### src/rtl/stc_cfg.svh
// stc_cfg.svh: register offsets, field positions, reset values and timing figures
// assumes: included by the package and by the design file, by its bare name
`ifndef STC_CFG_SVH
`define STC_CFG_SVH

`define STC_ADDR_W       8
`define STC_OFF_CLK_LOW  8'h00
`define STC_OFF_CLK_HIGH 8'h04
`define STC_OFF_CMP_LOW  8'h08
`define STC_OFF_CMP_HIGH 8'h0C
`define STC_OFF_MSK_LOW  8'h10
`define STC_OFF_MSK_HIGH 8'h14
`define STC_OFF_CTRL     8'h18
`define STC_OFF_STATUS   8'h1C
`define STC_OFF_IMASK    8'h20

// field positions in the clock reference high word
`define STC_EXT_LSB      1
`define STC_EXT_W        9
`define STC_BASE_W       33
// control word
`define STC_CTRL_EN_BIT  0
`define STC_CTRL_MODE_LSB 1
`define STC_CTRL_W       3
`define STC_CTRL_MODE_W  2
// single-bit high halves of the compare and mask values
`define STC_TOP_BIT      0
// status word
`define STC_ST_MATCH_BIT 0
`define STC_ST_W         1

`define STC_EXT_WRAP     9'h12B
`define STC_RST_WORD     32'h0000_0000
`define STC_RST_EXT      9'h000
`define STC_RST_BASE     33'h0_0000_0000
`define STC_RST_CTRL     3'h0
`define STC_RST_ST       1'h0
`define STC_EXT_HZ       27000000
`define STC_CLK_HZ       20000000

`endif

### src/rtl/stc_pkg.sv
// stc_pkg.sv: types shared by the compare block
// assumes: stc_cfg.svh on the include path
`include "stc_cfg.svh"
package stc_pkg;
    // capture mode field of the control register
    typedef enum logic [1:0] {
        STC_MODE_VIDEO = 2'h0,
        STC_MODE_RAW   = 2'h1,
        STC_MODE_TS    = 2'h2
    } stc_mode_t;
endpackage

### src/rtl/stc_time_compare.sv
// stc_time_compare.sv: system time clock counter, readout and absolute-time compare
// assumes: single core clock, plain strobe register port, ext_tick from a 27 MHz domain
//          already synchronised into core_clk as a one-cycle pulse
`timescale 1ns/1ns
`include "stc_cfg.svh"

module stc_time_compare
    import stc_pkg::*;
#(
    parameter int ADDR_W = `STC_ADDR_W
) (
    // clock and reset
    input  wire logic              core_clk,
    input  wire logic              rst_n,
    // 27 MHz system clock tick, one core cycle per tick
    input  wire logic              ext_tick,
    // register port
    input  wire logic [ADDR_W-1:0] reg_addr,
    input  wire logic [31:0]       reg_wdata,
    input  wire logic              reg_wr,
    input  wire logic              reg_rd,
    output logic      [31:0]       reg_rdata,
    // interrupt
    output logic                   irq
);

    if (ADDR_W < `STC_ADDR_W) begin : g_addr_w_check
        $error("address width too small for the register map");
    end

    ////////////////////////////////////////////////////////////////////////////
    // registers
    logic [`STC_EXT_W-1:0]  ext_q;
    logic [`STC_BASE_W-1:0] base_q;
    logic [31:0]            cmp_low_q;
    logic                   cmp_high_q;
    logic [31:0]            msk_low_q;
    logic                   msk_high_q;
    logic [`STC_CTRL_W-1:0] ctrl_q;
    logic [`STC_ST_W-1:0]   status_q;
    logic [`STC_ST_W-1:0]   imask_q;
    logic [31:0]            rdata_q;
    logic                   irq_q;

    ////////////////////////////////////////////////////////////////////////////
    // decode
    wire [ADDR_W-1:0] a = reg_addr;
    wire hit_cmp_low  = reg_wr && (a == ADDR_W'(`STC_OFF_CMP_LOW));
    wire hit_cmp_high = reg_wr && (a == ADDR_W'(`STC_OFF_CMP_HIGH));
    wire hit_msk_low  = reg_wr && (a == ADDR_W'(`STC_OFF_MSK_LOW));
    wire hit_msk_high = reg_wr && (a == ADDR_W'(`STC_OFF_MSK_HIGH));
    wire hit_ctrl     = reg_wr && (a == ADDR_W'(`STC_OFF_CTRL));
    wire hit_status   = reg_wr && (a == ADDR_W'(`STC_OFF_STATUS));
    wire hit_imask    = reg_wr && (a == ADDR_W'(`STC_OFF_IMASK));

    wire stc_mode_t mode = stc_mode_t'(ctrl_q[`STC_CTRL_MODE_LSB +: `STC_CTRL_MODE_W]);
    wire ts_mode    = (mode == STC_MODE_TS);
    wire cmp_enable = ctrl_q[`STC_CTRL_EN_BIT];

    ////////////////////////////////////////////////////////////////////////////
    // counter
    // extension wraps at 300 ticks
    wire ext_wrap = (ext_q == `STC_EXT_WRAP);
    wire [`STC_EXT_W-1:0] ext_d =
        !(ts_mode && ext_tick) ? ext_q :
        ext_wrap ? `STC_RST_EXT : ext_q + `STC_EXT_W'(1);
    // base advances once per 300 ticks: 90 kHz nominal
    wire [`STC_BASE_W-1:0] base_d =
        (ts_mode && ext_tick && ext_wrap) ? base_q + `STC_BASE_W'(1) : base_q;

    ////////////////////////////////////////////////////////////////////////////
    // compare
    // full 33-bit compare and mask values
    wire [`STC_BASE_W-1:0] cmp_full = {cmp_high_q, cmp_low_q};
    wire [`STC_BASE_W-1:0] msk_full = {msk_high_q, msk_low_q};
    wire [`STC_BASE_W-1:0] bit_agree;
    for (genvar i = 0; i < `STC_BASE_W; i++) begin : g_bit_cmp
        // a mask bit of one forces its bit to agree
        assign bit_agree[i] = msk_full[i] || (cmp_full[i] == base_q[i]);
    end
    wire cmp_equal = &bit_agree;
    // match only when enabled in transport stream mode
    wire match_ev  = ts_mode && cmp_enable && cmp_equal;
    // set beats write-one-to-clear
    wire [`STC_ST_W-1:0] status_d =
        (status_q & ~(hit_status ? reg_wdata[`STC_ST_W-1:0] : '0)) | `STC_ST_W'(match_ev);
    wire irq_d = |(status_d & imask_q);

    ////////////////////////////////////////////////////////////////////////////
    // readback
    wire [31:0] clk_high_word;
    // upper bits zero; fields only in stream mode
    assign clk_high_word = ts_mode ?
        {22'h00_0000, ext_q, base_q[`STC_BASE_W-1]} : `STC_RST_WORD;
    wire [31:0] rd_mux =
        (a == ADDR_W'(`STC_OFF_CLK_LOW))  ? (ts_mode ? base_q[31:0] : `STC_RST_WORD) :
        (a == ADDR_W'(`STC_OFF_CLK_HIGH)) ? clk_high_word :
        (a == ADDR_W'(`STC_OFF_CMP_LOW))  ? cmp_low_q :
        (a == ADDR_W'(`STC_OFF_CMP_HIGH)) ? {31'h0000_0000, cmp_high_q} :
        (a == ADDR_W'(`STC_OFF_MSK_LOW))  ? msk_low_q :
        (a == ADDR_W'(`STC_OFF_MSK_HIGH)) ? {31'h0000_0000, msk_high_q} :
        (a == ADDR_W'(`STC_OFF_CTRL))     ? {29'h0000_0000, ctrl_q} :
        (a == ADDR_W'(`STC_OFF_STATUS))   ? {31'h0000_0000, status_q} :
        (a == ADDR_W'(`STC_OFF_IMASK))    ? {31'h0000_0000, imask_q} :
        `STC_RST_WORD;

    ////////////////////////////////////////////////////////////////////////////
    // state
    always_ff @(posedge core_clk or negedge rst_n) begin
        if (!rst_n) begin
            ext_q    <= `STC_RST_EXT;
            base_q   <= `STC_RST_BASE;
            status_q <= `STC_RST_ST;
            irq_q    <= 1'b0;
            rdata_q  <= `STC_RST_WORD;
        end else begin
            ext_q    <= ext_d;
            base_q   <= base_d;
            status_q <= status_d;
            irq_q    <= irq_d;
            rdata_q  <= reg_rd ? rd_mux : `STC_RST_WORD;
        end
    end

    always_ff @(posedge core_clk or negedge rst_n) begin
        if (!rst_n) begin
            cmp_low_q  <= `STC_RST_WORD;
            cmp_high_q <= 1'b0;
            msk_low_q  <= `STC_RST_WORD;
            msk_high_q <= 1'b0;
            ctrl_q     <= `STC_RST_CTRL;
            imask_q    <= `STC_RST_ST;
        end else begin
            // low compare word, all 32 bits writable
            if (hit_cmp_low) begin
                cmp_low_q <= reg_wdata;
            end
            if (hit_cmp_high) begin
                cmp_high_q <= reg_wdata[`STC_TOP_BIT];
            end
            if (hit_msk_low) begin
                msk_low_q <= reg_wdata;
            end
            if (hit_msk_high) begin
                msk_high_q <= reg_wdata[`STC_TOP_BIT];
            end
            if (hit_ctrl) begin
                ctrl_q <= reg_wdata[`STC_CTRL_W-1:0];
            end
            if (hit_imask) begin
                imask_q <= reg_wdata[`STC_ST_W-1:0];
            end
        end
    end

    assign reg_rdata = rdata_q;
    assign irq       = irq_q;

    ////////////////////////////////////////////////////////////////////////////
    // checks
    // upper bits zero
    a_high_upper_zero: assert property (
        @(posedge core_clk) disable iff (!rst_n)
        reg_rd && a == ADDR_W'(`STC_OFF_CLK_HIGH) |=> reg_rdata[31:10] == 22'h00_0000)
        else $error("upper bits of clock high word not zero");

    a_ext_readback: assert property (
        @(posedge core_clk) disable iff (!rst_n)
        reg_rd && a == ADDR_W'(`STC_OFF_CLK_HIGH) && ts_mode
        |=> reg_rdata[9:1] == $past(ext_q))
        else $error("extension field readback wrong");

    a_top_bit_read: assert property (
        @(posedge core_clk) disable iff (!rst_n)
        reg_rd && a == ADDR_W'(`STC_OFF_CLK_HIGH) && ts_mode
        |=> reg_rdata[0] == $past(base_q[`STC_BASE_W-1]))
        else $error("base top bit readback wrong");

    a_cmp_low_store: assert property (
        @(posedge core_clk) disable iff (!rst_n)
        hit_cmp_low ##1 (reg_rd && a == ADDR_W'(`STC_OFF_CMP_LOW) && !hit_cmp_low)
        |=> reg_rdata == $past(reg_wdata, 2))
        else $error("low compare word not kept");

    a_match_sets: assert property (
        @(posedge core_clk) disable iff (!rst_n)
        match_ev |=> status_q[`STC_ST_MATCH_BIT] && irq == $past(imask_q[`STC_ST_MATCH_BIT]))
        else $error("match did not set status");

    a_set_wins: assert property (
        @(posedge core_clk) disable iff (!rst_n)
        hit_status && reg_wdata[`STC_ST_MATCH_BIT] && match_ev
        |=> status_q[`STC_ST_MATCH_BIT])
        else $error("clear won over a live match");

    a_w1c_clears: assert property (
        @(posedge core_clk) disable iff (!rst_n)
        hit_status && reg_wdata[`STC_ST_MATCH_BIT] && !match_ev
        |=> !status_q[`STC_ST_MATCH_BIT])
        else $error("status bit not cleared by write of one");

    a_irq_needs_status: assert property (
        @(posedge core_clk) disable iff (!rst_n)
        !status_q[`STC_ST_MATCH_BIT] |-> !irq)
        else $error("interrupt high with status clear");

    a_irq_raised: assert property (
        @(posedge core_clk) disable iff (!rst_n)
        status_q[`STC_ST_MATCH_BIT] && imask_q[`STC_ST_MATCH_BIT] && !hit_status |=> irq)
        else $error("interrupt low with unmasked status set");

    a_idle_modes: assert property (
        @(posedge core_clk) disable iff (!rst_n)
        !ts_mode |=> $stable(base_q) && $stable(ext_q))
        else $error("counter moved outside stream mode");

    a_idle_no_match: assert property (
        @(posedge core_clk) disable iff (!rst_n)
        !ts_mode && !status_q[`STC_ST_MATCH_BIT] |=> !status_q[`STC_ST_MATCH_BIT])
        else $error("match raised outside stream mode");

    a_idle_read_zero: assert property (
        @(posedge core_clk) disable iff (!rst_n)
        reg_rd && !ts_mode
        && (a == ADDR_W'(`STC_OFF_CLK_LOW) || a == ADDR_W'(`STC_OFF_CLK_HIGH))
        |=> reg_rdata == `STC_RST_WORD)
        else $error("clock word not zero outside stream mode");

    a_base_step: assert property (
        @(posedge core_clk) disable iff (!rst_n)
        ts_mode && ext_tick && ext_wrap |=> base_q == $past(base_q) + 33'h1)
        else $error("base did not advance on wrap");

    a_low_word_read: assert property (
        @(posedge core_clk) disable iff (!rst_n)
        reg_rd && ts_mode && a == ADDR_W'(`STC_OFF_CLK_LOW)
        |=> reg_rdata == $past(base_q[31:0]))
        else $error("clock low word readback wrong");

    a_ext_step: assert property (
        @(posedge core_clk) disable iff (!rst_n)
        ts_mode && ext_tick && !ext_wrap |=> ext_q == $past(ext_q) + 9'h1 && $stable(base_q))
        else $error("extension did not advance");

    a_ext_wraps: assert property (
        @(posedge core_clk) disable iff (!rst_n)
        ts_mode && ext_tick && ext_q == `STC_EXT_WRAP |=> ext_q == `STC_RST_EXT)
        else $error("extension did not wrap to zero");

    a_ext_bound: assert property (
        @(posedge core_clk) disable iff (!rst_n)
        ext_q <= `STC_EXT_WRAP)
        else $error("extension beyond its wrap value");

    a_no_tick_hold: assert property (
        @(posedge core_clk) disable iff (!rst_n)
        !ext_tick |=> $stable(ext_q) && $stable(base_q))
        else $error("counter moved without a tick");

    a_cmp_high_read: assert property (
        @(posedge core_clk) disable iff (!rst_n)
        reg_rd && a == ADDR_W'(`STC_OFF_CMP_HIGH)
        |=> reg_rdata == {31'h0000_0000, $past(cmp_high_q)})
        else $error("top compare bit readback wrong");

    a_mask_excl: assert property (
        @(posedge core_clk) disable iff (!rst_n)
        ts_mode && cmp_enable && (((cmp_full ^ base_q) & ~msk_full) != '0)
        && !hit_status && !status_q[0] |=> !status_q[0])
        else $error("unmasked mismatch raised match");

    a_mask_hides: assert property (
        @(posedge core_clk) disable iff (!rst_n)
        ts_mode && cmp_enable && (&((cmp_full ~^ base_q) | msk_full))
        |=> status_q[`STC_ST_MATCH_BIT])
        else $error("masked equality did not set match");

    // read data stand one cycle only
    a_rdata_idle: assert property (
        @(posedge core_clk) disable iff (!rst_n)
        !reg_rd |=> reg_rdata == `STC_RST_WORD)
        else $error("read data outside the read answer cycle");

endmodule // stc_time_compare

### config.mk
export PLATFORM = sky130hd
export DESIGN_NAME = stc_time_compare
export DESIGN_NICKNAME = d
export VERILOG_FILES = /design/src/rtl/stc_pkg.sv /design/src/rtl/stc_time_compare.sv
export VERILOG_INCLUDE_DIRS = /design/src /design/src/rtl
export SDC_FILE = /design/constraint.sdc
export NUM_CORES = 1
export LEC_CHECK = 0
export BUFFER_PORTS_ARGS = -buffer_cell sky130_fd_sc_hd__buf_2
export CAP_MARGIN = 10
export CORE_UTILIZATION = 34
export DETAILED_ROUTE_END_ITERATION = 12
export PLACE_DENSITY = 0.54
export SLEW_MARGIN = 5
export SYNTH_ARGS = -nofsm -noshare
export SYNTH_HDL_FRONTEND = slang
export SYNTH_SLANG_ARGS = --single-unit
### constraint.sdc
create_clock -name core_clk -period 2.7 [get_ports core_clk]
set_clock_uncertainty 0.15 [all_clocks]
set_input_delay 0.27 -clock core_clk [delete_from_list [all_inputs] [get_ports core_clk]]
set_output_delay 0.27 -clock core_clk [all_outputs]
set_load 0.02 [all_outputs]
Word-level counts from Yosys, hierarchy flattened. Index checks and enable logic that the tools add are counted.

Bits in registers: 146. Output and inout bits: 33.

$add $sub $neg: 2. Eq/ne operators: 43. Multiplexer cells: 14. Bitwise gates (word level): 4. Reduce and logical (&&, ||, !) cells: 46.

Operators with widths (number): $mux W32 (7); $add A33 B1 Y33 const B (1); $eq A1 B1 Y1 (33); $logic_or A1 B1 Y1 (33); $reduce_and A33 Y1 (1); $eq A8 B5 Y1 const B (4); $eq A8 B4 Y1 const B (2); $logic_and A1 B1 Y1 (11); $mux W10 (1); $add A9 B1 Y9 const B (1); $eq A9 B9 Y1 const B (1); $mux W9 (1); $eq A8 B3 Y1 const B (1); $eq A8 B6 Y1 const B (1); $logic_not A8 Y1 (1); $mux W3 (2); $mux W1 (3); $and A1 B1 Y1 (2); $eq A2 B2 Y1 const B (1); $not A1 Y1 (1); $or A1 B1 Y1 (1).

Depth between registers and ports, before layout.
Depth in word-level cells: 11. Gate-level depth with buffers: 8.

Worst setup path before layout. No wires, ideal clock.

Path kind: input to register. Start: input reg_addr[7]. End: register cmp_low_q[10]. Setup time: 0.125 ns. Data arrival time: 1.774 ns. Data required time: 2.425 ns. Setup slack: 0.651 ns. Stages on the path: 7. Cell sequence: or3_4 -> nor3b_4 -> and2_1 -> buf_4 -> nand2_4 -> buf_6 -> mux2_4.

Longest elaborated chain between the ends: 2.

Ends and longest elaborated chain: start, declared (RTL line stc_time_compare.sv:18) `input wire logic [ADDR_W-1:0] reg_addr,`; $eq A8 B4 Y1 (RTL line stc_time_compare.sv:48) `` wire hit_cmp_low = reg_wr && (a == ADDR_W'(`STC_OFF_CMP_LOW)); ``; $logic_and A1 B1 Y1 (RTL line stc_time_compare.sv:48); end signal, assigned (RTL line stc_time_compare.sv:127) `` cmp_low_q <= `STC_RST_WORD; ``; end signal, assigned (RTL line stc_time_compare.sv:136) `cmp_low_q <= reg_wdata;`; end, declared (RTL line stc_time_compare.sv:35) `logic [31:0] cmp_low_q;`.

No other way between the ends. A chain may end at the register's enable or synchronous reset.

Worst setup path in the final report.
Start: register ext_q[0]. End: register base_q[18].

Longest elaborated chain between the ends: 2.

Ends and longest elaborated chain: start, declared (RTL line stc_time_compare.sv:33) `` logic [`STC_EXT_W-1:0] ext_q; ``; start signal, assigned (RTL line stc_time_compare.sv:111) `` ext_q <= `STC_RST_EXT; ``; start signal, assigned (RTL line stc_time_compare.sv:117) `ext_q <= ext_d;`; $eq A9 B9 Y1 (no line); $logic_and A1 B1 Y1 (RTL line stc_time_compare.sv:69) `` (ts_mode && ext_tick && ext_wrap) ? base_q + `STC_BASE_W'(1) : base_q; ``; end signal, assigned (RTL line stc_time_compare.sv:112) `` base_q <= `STC_RST_BASE; ``; end signal, assigned (RTL line stc_time_compare.sv:118) `base_q <= base_d;`; end, declared (RTL line stc_time_compare.sv:34) `` logic [`STC_BASE_W-1:0] base_q; ``.

No other way between the ends.

==> impl_results.md <==
- Worst Setup SP: ext_q[0]
- First-pass GRT wire length: around 28 mm
- Max Clk Rate: between 400 and 500 MHz
- Pwr dens: around 600 nW/µm²
- WL per Instance: 18.27 µm
- Leakage power: between 4 and 5 nW
- Slew Viols, Final: 0
- Fin util: 43.63%
- Met3 Wirelength: ~860 µm
- Worst VDD drop: about 0.00046 V
- Largest net degree at the start of global routing: between 50 and 60
- Max-slew headroom: between 50% and 60%
- RePlAce Congestion: slightly above 0.8
- Buffers and inverters on the worst path: 0
- Setup Buffers After CTS: 0
- Tightest Pin Transition: just under 0.7 ns
- M1 wire length: 8.360 mm
- Top cell type's share of synthesized area: between 50% and 60%
- Fin. Hold Viols: 0
- Via Count: roughly 5000
- Final std cells w/o fill: roughly 950
- Remaining antenna violation count: 0
- Tmin final: approximately 2.3 ns
- Die area: 20940 µm²
- PortBufs: 77
- # IOs: ~80
- Vias in the first global route: between 5000 and 6000
- Fraction of layout cells with a size suffix above 1: between 20% and 30%
- EDFF count, synth: 0
- RSZ-0062 raised after global routing: false
- Crit-path leading delay family: simple AND/OR/NAND/NOR gates
- Critical Path RT: around 2.9 ns
- First-pass iteration count of the detailed router: 7
- Max Root-Sink Buffers: 2
- Post-DP HPWL: around 12 mm
- Initial core utilization: a little over a third
- CP endpoint: base_q[18]
- Hold WS: 0.02532 ns
- Critical setup path kind: flip-flop to flip-flop
- Levels on crit path: 6
- Diode count: 0
- Critical-path cell list: ha_1 > and4b_1 > and3_1 > nand4_1 > nor4_1 > xor2_1
- Post-synthesis sequential area ratio: between 50% and 60%
- Clk Latency, worst-skew pair: ~0.43 ns
- Syn. warnings: 0
- DRC: 0
- Crit path max fanout: 7
- Main area contributors after synthesis: dfrtp_1 (53%), xnor2_1 (7.1%), mux2_4 (6.5%)
- Worst setup margin: 0.3769 ns
- Synth Cell Area: 6924 µm²
- Setup TNS: 0 ns
- Reg2reg setup slack: between 0.3 and 0.4 ns
- DR iter-0 viols: between 300 and 400
- Die W: approximately 140 µm
- GRT overflow: 0
- CTS H-Tree Depth: 4
- Fin area: between 8000 and 9000 µm²
- Most common cell after layout, fill and taps aside: dfrtp_1
- Detailed-route wire length: ~17 mm
- Std-Cell Rows: 51
- CTS tree: done
- Initial antenna violation count: 0
- Ys async rst share: 100.0%
- R2r worst-path depth: 6
- Main synth FF type: dfrtp_1
- Dpl ws: 0.3737 ns
- Worst hold path class: primary input to flip-flop
- Slowest stage cell, crit path: dfrtp_1
- Root buf cell: clkbuf_16
- CP Data Arrival Time: roughly 2.5 ns
- Chip height: 144.7 µm
- Nets@finish: slightly above 700
- Top Metal Used: met4
- Core area: 19720 µm²
- Clock transition at path regs: about 0.060 ns
- Status: completed
- Metal2 WL: between 8 and 9 mm
- Final Setup Violations: 0
- RR Endpoint: base_q[18]
- Max cap viols: 0
- Worst hold start: reg_wdata[0]
- All-layer global routing usage: a little under a fifth
- Filler Cells Inserted: approximately 1900
- CP startpoint kind: flip-flop
- CTS Sinks: 146
- RR Startpoint: ext_q[0]
- CP max stage delay: approximately 0.44 ns
- Syn Area/Cell: 12.32 µm²
- Synthesized net count: just over 600
- Period utilization: between 80% and 90%
- Pwr Total: between 5 and 6 mW
- Synth Instances: about 560
- Area Growth Syn to Fin: 24.23%
- Area post-placement: about 7700 µm²
- Most frequent cells in the layout: dfrtp_1 (146), buf_2 (76), xnor2_1 (56)
- Cts bufs inserted: 17
- Inst Count DP: about 900
- Synth cell types: 52
- Crit end category: flip-flop
- Vias/cell: between 5 and 6
- Cell taking the most area after synthesis: dfrtp_1
- Flop and latch count out of synthesis: around 150
-- timing repair --
action                    in CTS  in global routing
gates resized for setup        0                  0
hold buffers                  32                  0
hold endpoints to repair     109                  0
-- routing by layer --
metal / vias up / global-route usage [%]
met5: - / 0
met4: 0 / 4.044
met3: 9 / 4.804
met2: 123 / 28.74
met1: 2473 / 24.74
li1: 2291 / -
-- flip-flops by register name, indices dropped and copies added (netlist names) --
register    flops
msk_high_q      1
ext_q           9
irq             1
status_q        1
cmp_high_q      1
msk_low_q      32
cmp_low_q      32
imask_q         1
reg_rdata      32
ctrl_q          3
base_q         33
-- cells in the mapped netlist (2+ instances only) --
| master | n |
|---|---|
| dfrtp_1 | 146 |
| xnor2_1 | 56 |
| mux2_2 | 39 |
| nand2_1 | 32 |
| mux2_4 | 30 |
| nor2b_1 | 28 |
| a222oi_1 | 25 |
| clkbuf_1 | 19 |
| o22ai_1 | 19 |
| nor2_1 | 17 |
| xor2_1 | 16 |
| nand4_1 | 15 |
| and3_1 | 11 |
| nand3_1 | 11 |
| a22o_1 | 7 |
| nor3_1 | 7 |
| nor4_1 | 7 |
| and2_1 | 6 |
| buf_2 | 6 |
| a21boi_0 | 5 |
| a21oi_1 | 5 |
| a22oi_1 | 5 |
| and4_1 | 4 |
| inv_1 | 4 |
| mux2_1 | 4 |
| buf_6 | 3 |
| nor3b_1 | 3 |
| o21ai_0 | 3 |
| or3_1 | 3 |
| ha_1 | 2 |
| mux2i_1 | 2 |
| nor4b_1 | 2 |
-- worst min-delay path by stage --
stage,endpoint,slack [ns],depth (start not counted)
2_1_floorplan,base_q[0],-0.18,0
3_3_place_gp,reg_rdata[2],0.09,1
3_5_place_dp,ext_q[0],0.1,1
4_1_cts,msk_high_q,0.009,2
5_1_grt,cmp_low_q[0],0.02,2
6_report,ctrl_q[0],0.03,2
-- cell families (layout without fill, tap and decap cells) --
group / after synthesis / after routing / share of synthesized area (%)
and+or+nand+nor: 157 / 157 / 12.96
adders and majority gates: 2 / 2 / 0.3613
xor gates and xnor gates: 72 / 72 / 9.107
buffers and inverters: 35 / 162 / 2.403
muxes: 75 / 75 / 13.79
DFF: 146 / 146 / 52.76
AOI/OAI and AO/OA: 75 / 75 / 8.620
-- final cells by class --
cell class              instances  area [µm²]  share of cell area [%]
well taps                     265       331.6                   3.855
inverters                       4       15.01                  0.1745
clock buffers                  19       442.9                   5.149
multi-input cells             381        3107                   36.12
clock inverters                12       180.2                   2.095
repair buffers                127       872.1                   10.14
flip-flops and latches        146        3654                   42.47
-- report_power, final --
group          total, mW  internal (mW)  leakage [nW]  switching [mW]
combinational      0.326          0.169          1.75           0.157
sequential          2.32           2.25          2.01          0.0693
clock               2.51           1.57         0.300           0.936
Note: power is estimated with default switching activity, not from simulation.
